[src/tgc_pkg.sv]
`default_nettype none

// Register map, field layout and encodings of the gate control block
package tgc_pkg;

   // Byte addresses of the word-aligned registers
   localparam logic [7:0] TGC_ADDR_GATE_CONTROL = 8'h00;
   localparam logic [7:0] TGC_ADDR_COUNT_LOW    = 8'h04;
   localparam logic [7:0] TGC_ADDR_COUNT_HIGH   = 8'h08;
   localparam logic [7:0] TGC_ADDR_COUNTER_CTRL = 8'h0C;
   localparam logic [7:0] TGC_ADDR_INT_STATUS   = 8'h10;
   localparam logic [7:0] TGC_ADDR_INT_MASK     = 8'h14;

   // Field positions of gate_control
   localparam int TGC_BIT_GATE_ENABLE   = 7;
   localparam int TGC_BIT_GATE_POLARITY = 6;
   localparam int TGC_BIT_TOGGLE_MODE   = 5;
   localparam int TGC_BIT_SINGLE_PULSE  = 4;
   localparam int TGC_BIT_GO_FLAG       = 3;
   localparam int TGC_BIT_GATE_LEVEL    = 2;
   localparam int TGC_SRC_HI            = 1;
   localparam int TGC_SRC_LO            = 0;

   // Field positions of counter_ctrl and of the interrupt registers
   localparam int TGC_BIT_COUNTER_ON    = 0;
   localparam int TGC_INT_OVERFLOW      = 0;
   localparam int TGC_INT_ACQ_DONE      = 1;
   localparam int TGC_INT_W             = 2;

   // Reset values
   localparam logic [7:0]  TGC_RST_GATE_CONTROL = 8'h00;
   localparam logic [15:0] TGC_RST_COUNT        = 16'h0000;
   localparam logic [1:0]  TGC_RST_INT          = 2'h0;

   // Gate source codes
   localparam logic [1:0] TGC_SRC_PIN        = 2'h0;
   localparam logic [1:0] TGC_SRC_TIMER_OVF  = 2'h1;
   localparam logic [1:0] TGC_SRC_COMPARATOR = 2'h2;

   // AHB-Lite encodings
   localparam logic [1:0] TGC_HTRANS_NONSEQ = 2'h2;

   // Single-pulse acquisition states
   typedef enum logic [2:0] {
      TGC_SP_IDLE = 3'b001,
      TGC_SP_WAIT = 3'b010,
      TGC_SP_MEAS = 3'b100
   } tgc_sp_e;

endpackage

`default_nettype wire

[src/tgc_top.sv]
// The implementer's own choices: the register addresses and the AHB-Lite slave port.
`timescale 1ns/10ps
`default_nettype none

module tgc_top #(
   parameter int COUNT_W = 16
) (
   input  wire logic        hclk,
   input  wire logic        hresetn,
   input  wire logic        hsel,
   input  wire logic [31:0] haddr,
   input  wire logic [1:0]  htrans,
   input  wire logic        hwrite,
   input  wire logic [2:0]  hsize,
   input  wire logic [31:0] hwdata,
   input  wire logic        hready,
   output logic      [31:0] hrdata,
   output logic             hreadyout,
   output logic             hresp,
   input  wire logic        gate_pin,
   input  wire logic        other_timer_ovf,
   input  wire logic        comparator_sync_output,
   input  wire logic        count_tick,
   output logic             irq
);

   // Two byte registers cover exactly sixteen bits
   if (COUNT_W != 16) begin : g_check
      $error("tgc_top: COUNT_W must be 16");
   end

   typedef struct packed {
      logic [2:0]         pin_sync;
      logic               pin_level;
      logic               pol_prev;
      logic               path_prev;
      logic               toggle_ff;
      tgc_pkg::tgc_sp_e   sp_state;
      logic [7:0]         gate_control;
      logic               counter_on;
      logic [COUNT_W-1:0] count;
      logic [tgc_pkg::TGC_INT_W-1:0] int_status;
      logic [tgc_pkg::TGC_INT_W-1:0] int_mask;
      logic               irq;
      logic               wr_pend;
      logic [7:0]         wr_addr;
      logic [31:0]        rdata;
   } tgc_state_s;

   tgc_state_s s_q;
   tgc_state_s s_d;

   // Gate source decode, reserved code gives a low source level
   function automatic logic tgc_source_level(input logic [1:0] sel, input logic pin,
                                             input logic ovf, input logic cmp);
      case (sel)
         tgc_pkg::TGC_SRC_PIN:        tgc_source_level = pin;
         tgc_pkg::TGC_SRC_TIMER_OVF:  tgc_source_level = ovf;
         tgc_pkg::TGC_SRC_COMPARATOR: tgc_source_level = cmp;
         default:                     tgc_source_level = 1'b0;
      endcase
   endfunction

   // Control fields
   logic       ge;
   logic       pol;
   logic       tm;
   logic       spm;
   logic       go;
   logic [1:0] ss;
   assign ge  = s_q.gate_control[tgc_pkg::TGC_BIT_GATE_ENABLE];
   assign pol = s_q.gate_control[tgc_pkg::TGC_BIT_GATE_POLARITY];
   assign tm  = s_q.gate_control[tgc_pkg::TGC_BIT_TOGGLE_MODE];
   assign spm = s_q.gate_control[tgc_pkg::TGC_BIT_SINGLE_PULSE];
   assign go  = s_q.gate_control[tgc_pkg::TGC_BIT_GO_FLAG];
   assign ss  = s_q.gate_control[tgc_pkg::TGC_SRC_HI:tgc_pkg::TGC_SRC_LO];

   // Gate path: source, polarity, toggle, single pulse
   logic sel_level;
   logic pol_level;
   logic pol_rise;
   logic path_level;
   logic path_rise;
   logic path_fall;
   logic sp_gate;
   logic proc_gate;
   assign sel_level  = tgc_source_level(ss, s_q.pin_level, other_timer_ovf,
                                        comparator_sync_output);
   assign pol_level  = pol ? sel_level : ~sel_level;
   assign pol_rise   = pol_level & ~s_q.pol_prev;
   assign path_level = tm ? s_q.toggle_ff : pol_level;
   assign path_rise  = path_level & ~s_q.path_prev;
   assign path_fall  = ~path_level & s_q.path_prev;
   assign sp_gate    = (s_q.sp_state == tgc_pkg::TGC_SP_MEAS);
   assign proc_gate  = spm ? sp_gate : path_level;

   // Bus address phase and data phase decode
   logic       acc;
   logic       rd_acc;
   logic [7:0] a_addr;
   logic       wr_gc;
   logic       wr_lo;
   logic       wr_hi;
   logic       wr_cc;
   logic       wr_mask;
   logic       go_set_wr;
   assign acc       = hsel & hready & (htrans == tgc_pkg::TGC_HTRANS_NONSEQ);
   assign rd_acc    = acc & ~hwrite;
   assign a_addr    = haddr[7:0];
   assign wr_gc     = s_q.wr_pend & (s_q.wr_addr == tgc_pkg::TGC_ADDR_GATE_CONTROL);
   assign wr_lo     = s_q.wr_pend & (s_q.wr_addr == tgc_pkg::TGC_ADDR_COUNT_LOW);
   assign wr_hi     = s_q.wr_pend & (s_q.wr_addr == tgc_pkg::TGC_ADDR_COUNT_HIGH);
   assign wr_cc     = s_q.wr_pend & (s_q.wr_addr == tgc_pkg::TGC_ADDR_COUNTER_CTRL);
   assign wr_mask   = s_q.wr_pend & (s_q.wr_addr == tgc_pkg::TGC_ADDR_INT_MASK);
   assign go_set_wr = wr_gc & hwdata[tgc_pkg::TGC_BIT_GO_FLAG];

   // Counter advance condition
   logic advance;
   logic overflow;
   logic acq_done;
   assign advance  = s_q.counter_on & count_tick & (~ge | proc_gate);
   assign overflow = advance & (&s_q.count) & ~(wr_lo | wr_hi);
   assign acq_done = spm & go & sp_gate & path_fall;

   // Next-state logic for the whole block
   always_comb begin
      logic [7:0] rv;
      rv = 8'h00;
      s_d = s_q;
      // Pin synchroniser; a change counts once stages two and three agree
      s_d.pin_sync = {s_q.pin_sync[1:0], gate_pin};
      if (s_q.pin_sync[1] == s_q.pin_sync[2]) begin
         s_d.pin_level = s_q.pin_sync[2];
      end
      s_d.pol_prev  = pol_level;
      s_d.path_prev = path_level;
      // Toggle stage
      if (!tm) begin
         s_d.toggle_ff = 1'b0;
      end else if (pol_rise) begin
         s_d.toggle_ff = ~s_q.toggle_ff;
      end
      // Single-pulse acquisition; abort when disabled or go cleared
      case (s_q.sp_state)
         tgc_pkg::TGC_SP_IDLE: begin
            if (spm && go) begin
               s_d.sp_state = tgc_pkg::TGC_SP_WAIT;
            end
         end
         tgc_pkg::TGC_SP_WAIT: begin
            if (!spm || !go) begin
               s_d.sp_state = tgc_pkg::TGC_SP_IDLE;
            end else if (path_rise) begin
               s_d.sp_state = tgc_pkg::TGC_SP_MEAS;
            end
         end
         tgc_pkg::TGC_SP_MEAS: begin
            if (!spm || !go || path_fall) begin
               s_d.sp_state = tgc_pkg::TGC_SP_IDLE;
            end
         end
         default: s_d.sp_state = tgc_pkg::TGC_SP_IDLE;
      endcase
      // Gate control write; level bit is read-only, set by software wins
      if (wr_gc) begin
         s_d.gate_control = hwdata[7:0];
         s_d.gate_control[tgc_pkg::TGC_BIT_GATE_LEVEL] = 1'b0;
      end
      if (acq_done && !go_set_wr) begin
         s_d.gate_control[tgc_pkg::TGC_BIT_GO_FLAG] = 1'b0;
      end
      if (wr_cc) begin
         s_d.counter_on = hwdata[tgc_pkg::TGC_BIT_COUNTER_ON];
      end
      // Counter; a byte write takes precedence over counting
      if (wr_lo) begin
         s_d.count[7:0] = hwdata[7:0];
      end else if (wr_hi) begin
         s_d.count[15:8] = hwdata[7:0];
      end else if (advance) begin
         s_d.count = s_q.count + 16'h0001;
      end
      if (wr_mask) begin
         s_d.int_mask = hwdata[tgc_pkg::TGC_INT_W-1:0];
      end
      // Status cleared by its read, events set after so they win
      if (rd_acc && a_addr == tgc_pkg::TGC_ADDR_INT_STATUS) begin
         s_d.int_status = tgc_pkg::TGC_RST_INT;
      end
      if (overflow) begin
         s_d.int_status[tgc_pkg::TGC_INT_OVERFLOW] = 1'b1;
      end
      if (acq_done) begin
         s_d.int_status[tgc_pkg::TGC_INT_ACQ_DONE] = 1'b1;
      end
      s_d.irq = |(s_d.int_status & s_d.int_mask);
      // Read data captured in the address phase
      case (a_addr)
         tgc_pkg::TGC_ADDR_GATE_CONTROL: begin
            rv = s_q.gate_control;
            rv[tgc_pkg::TGC_BIT_GATE_LEVEL] = proc_gate;
         end
         tgc_pkg::TGC_ADDR_COUNT_LOW:    rv = s_q.count[7:0];
         tgc_pkg::TGC_ADDR_COUNT_HIGH:   rv = s_q.count[15:8];
         tgc_pkg::TGC_ADDR_COUNTER_CTRL: rv = {7'h00, s_q.counter_on};
         tgc_pkg::TGC_ADDR_INT_STATUS:   rv = {6'h00, s_q.int_status};
         tgc_pkg::TGC_ADDR_INT_MASK:     rv = {6'h00, s_q.int_mask};
         default:                        rv = 8'h00;
      endcase
      if (rd_acc) begin
         s_d.rdata = {24'h000000, rv};
      end
      s_d.wr_pend = acc & hwrite;
      if (acc) begin
         s_d.wr_addr = a_addr;
      end
   end

   // State register
   always_ff @(posedge hclk or negedge hresetn) begin
      if (!hresetn) begin
         s_q <= '{pin_sync: 3'h0, pin_level: 1'b0, pol_prev: 1'b0, path_prev: 1'b0,
                  toggle_ff: 1'b0, sp_state: tgc_pkg::TGC_SP_IDLE,
                  gate_control: tgc_pkg::TGC_RST_GATE_CONTROL, counter_on: 1'b0,
                  count: tgc_pkg::TGC_RST_COUNT, int_status: tgc_pkg::TGC_RST_INT,
                  int_mask: tgc_pkg::TGC_RST_INT, irq: 1'b0, wr_pend: 1'b0,
                  wr_addr: 8'h00, rdata: 32'h00000000};
      end else begin
         s_q <= s_d;
      end
   end

   // Outputs; zero-wait slave, always OKAY
   assign hrdata    = s_q.rdata;
   assign hreadyout = 1'b1;
   assign hresp     = 1'b0;
   assign irq       = s_q.irq;
endmodule

`default_nettype wire

[config.mk]
export PLATFORM = sky130hd
export DESIGN_NAME = tgc_top
export DESIGN_NICKNAME = d
export VERILOG_FILES = /design/src/tgc_pkg.sv /design/src/tgc_top.sv
export SDC_FILE = /design/constraint.sdc
export NUM_CORES = 1
export LEC_CHECK = 0
export ABC_CLOCK_PERIOD_IN_PS = 3000
export BUFFER_PORTS_ARGS = -buffer_cell sky130_fd_sc_hd__buf_2
export CORE_ASPECT_RATIO = 0.9
export CORE_UTILIZATION = 50
export DETAILED_ROUTE_END_ITERATION = 16
export GPL_TIMING_DRIVEN = 0
export PLACE_DENSITY = 0.92
export SLEW_MARGIN = 10
export SYNTH_ARGS = -nofsm -noshare
export SYNTH_HDL_FRONTEND = slang
export SYNTH_SLANG_ARGS = --single-unit
[constraint.sdc]
create_clock -name hclk -period 3 [get_ports hclk]
set_clock_uncertainty 0.15 [all_clocks]
set_input_delay 0.6 -clock hclk [delete_from_list [all_inputs] [get_ports hclk]]
set_output_delay 0.6 -clock hclk [all_outputs]
set_load 0.02 [all_outputs]
==> flow_summary.toml <==
[clock_network]
clock_sinks = 56
cts_tree = "built"
postCtsSetupBuffers = 0
path_clk_slew_ps = 100
numCtsBuffers = 5
root_buffer = "clkbuf_8"
insertion_delay_ps = 320
cts_hold_buf = 0
ctsHtreeMaxLevel = 2
cts.repair.resized = 0
max-clock-path-buffers = 2

[cells_and_area]
final_common_cell = "dfrtp_1"
multi_input_area_mm2 = 0.001563
fillCellCount = 536
seq_area_mm2 = 0.001403
areaGrowthSynthToFinish_pct = 15.56
drive_above_1_share_pct = 27.02
nets = 474
n_antenna_cell = 0
final_cell_area_mm2 = 0.003689
final_cell_mix = "55 x dfrtp_1, 36 x nand2_1, 35 x buf_2, 35 x buf_4, 26 x conb_1"

[yosys]
syn_area_mm2 = 0.003192
synth_cell_types = 59
async_flop_share_pct = 100.0
synth_edf_count = 0
synth_warnings = 0
ys_ff_latch = 56
postSynthAreaPerCell_um2 = 9.702
syn_inst = 329
ys_seq_area_share_pct = 43.94
yosys_most_used_dff = "dfrtp_1"

[route]
post_drt_wl_per_cell_um = 15.21
first_pass_iters = 5
drc = 0
antenna_left = 0
drt-total-wl_um = 7348
first_iter_violations = 282
via_per_inst = 5.634
via_count = 2721

[sta]
slew_violations = 0
hold_viol = 0
setup-tns-final_ps = 0
slew_headroom_pct = 40.69
min_period_ps = 2465
clock.fmax_mhz = 405.7
rsz0062_at_grt = "false"
timing.final.setup_violations = 0
post-route-period-util_pct = 82.17
tightestPinTransition_ps = 882.4
final.setup.worst_slack_ps = 535.0

[power_and_ir_drop]
pwr-share-comb_pct = 21.6
vdd_drop_max_mv = 0.2357
pwr-share-clk_pct = 25.9
p_per_area_mw_per_mm2 = 517.6
p_switching_mw = 0.6058
intPower_mw = 1.303
pwr-share-seq_pct = 52.4
leakagePower_nw = 1.697
switching_share_pct = 31.73

[placed_design]
placed_area_mm2 = 0.003566
place.gp.congestion = 0.9086
place_ws_ps = 33.83
port_buffers = 35
dpl.hpwl_um = 5482

[hold_path]
hp-class = "in2async"

[die]
initial_core_util_pct = 51.91
std_cell_rows = 27
dieArea_mm2 = 0.006707
die_w_um = 86.22
core_mm2 = 0.006148
die_y_um = 77.80
ios = 113

[setup_path]
ff2ff_setup_slack_ps = 530
cp.arrival_ps = 2520
criticalPathCategory = "reg2reg"
worst-endpoint-required_ps = 3060
cp_max_fo = 4
cp-end-kind = "flip-flop"
start_kind = "flip-flop"

[grt]
grt_pass1_wl_um = 12190
antenna_found_initial = 0
grt_overflow = 0
grt_pass1_vias = 2587
track_usage_pct = 23.49
grt_max_degree = 57

[outcome]
run_status = "finished clean"

[flow_run]
maxCapViolations = 0
worst max-delay path: stages, from the launching register on:
cell and delay, ps:
dfrtp_1 450, ha_1 210, nand3_1 130, or2_1 310
nor2_1 240, inv_1 150, or3_1 370, a311o_1 360
logic make-up (layout without fill, tap and decap cells):
logic type      Yosys count  count (layout)  share of synthesized area [%]
fa+ha+maj                 2               2                         0.7056
mux                      23              23                          7.997
other cells               2              26                         0.2353
compound gates           64              64                          14.50
buf+inv                  51              94                          10.31
xor+xnor                  7               7                          1.921
simple gates            124             124                          20.38
flops                    56              56                          43.94
power groups by stage:
| stage | Combinational [mW] | Sequential, mW | Clock (mW) |
|---|---|---|---|
| floorplan | 0.319 | 0.969 | 0 |
| global placement | 0.391 | 1.00 | 0 |
| detailed placement | 0.408 | 1.01 | 0 |
| CTS | 0.409 | 0.995 | 0.499 |
| global route | 0.463 | 1.01 | 0.533 |
| finish | 0.413 | 1.00 | 0.495 |
flip-flops by register name (all words and copies together) (netlist names):
signal / flops
irq: 1
ge: 1
hrdata: 8
go: 1
pol: 1
s_q: 42
s_d: 2
Yosys cell counts (3+ instances only):
master,count,area share (%)
nand3_1,14,2.2
and3_1,4,0.78
a21o_1,3,0.71
nor3_1,7,1.1
nor2_1,18,2.1
nor2b_1,6,1.2
a222oi_1,5,1.6
nand2_1,36,4.2
o211ai_1,7,1.6
dfrtp_1,55,43
or3_1,7,1.4
a21oi_1,3,0.47
xnor2_1,4,1.1
nand3b_1,3,0.71
nand4_1,6,1.2
a22oi_1,4,0.94
nand2b_1,5,0.98
a31oi_1,5,0.98
inv_1,8,0.94
o21ai_0,15,2.4
clkbuf_1,5,0.59
mux2i_1,5,1.6
mux2_2,17,6.0
buf_4,34,8.0
nor4_1,3,0.59
a211oi_1,5,1.2
a221oi_1,3,0.82
xor2_1,3,0.82
stage by stage:
stage / cells / power (mW) / hold slack [ps] / util (%)
2_1_floorplan: 353 / 1.288 / 154.4 / -
3_3_place_gp: 475 / 1.392 / 184.3 / 58.00
3_5_place_dp: 475 / 1.416 / 190.4 / 58.00
4_1_cts: 483 / 1.903 / 213.4 / 59.75
5_1_grt: 483 / 2.011 / 226.7 / 59.99
6_report: 483 / 1.909 / 165.8 / 59.99
area by class of cell:
type,count,area share [%]
plain buffers,43,8.107
flip-flops and latches,56,38.03
clock buffers,6,1.967
inverters,8,0.8141
clock inverters,2,0.9498
repair buffers,35,4.817
multi-input cells,246,42.37
well taps,87,2.951
layer usage:
| layer | global-route usage, % | vias to the layer above | wire [um] |
|---|---|---|---|
| met5 | 0 | - | 0 |
| met2 | 38.81 | 131 | 3530 |
| met1 | 31.15 | 1302 | 3154 |
| li1 | - | 1269 | - |
| met3 | 4.043 | 19 | 523 |
| met4 | 8.000 | 0 | 139 |
path summary, 6_finish.rpt:
kind / startpoint / end / cells past startpoint
max: s_q[46] / s_q[60] / 7
min: hresetn / hrdata[3] / 1
max reg2reg: s_q[46] / s_q[60] / 7
min reg2reg: s_d[79] / s_d[80] / 0
max in group asynchronous: hresetn / s_q[55] / 1
min in group hclk: s_d[79] / s_d[80] / 0
(Power assumes the default switching activity.)
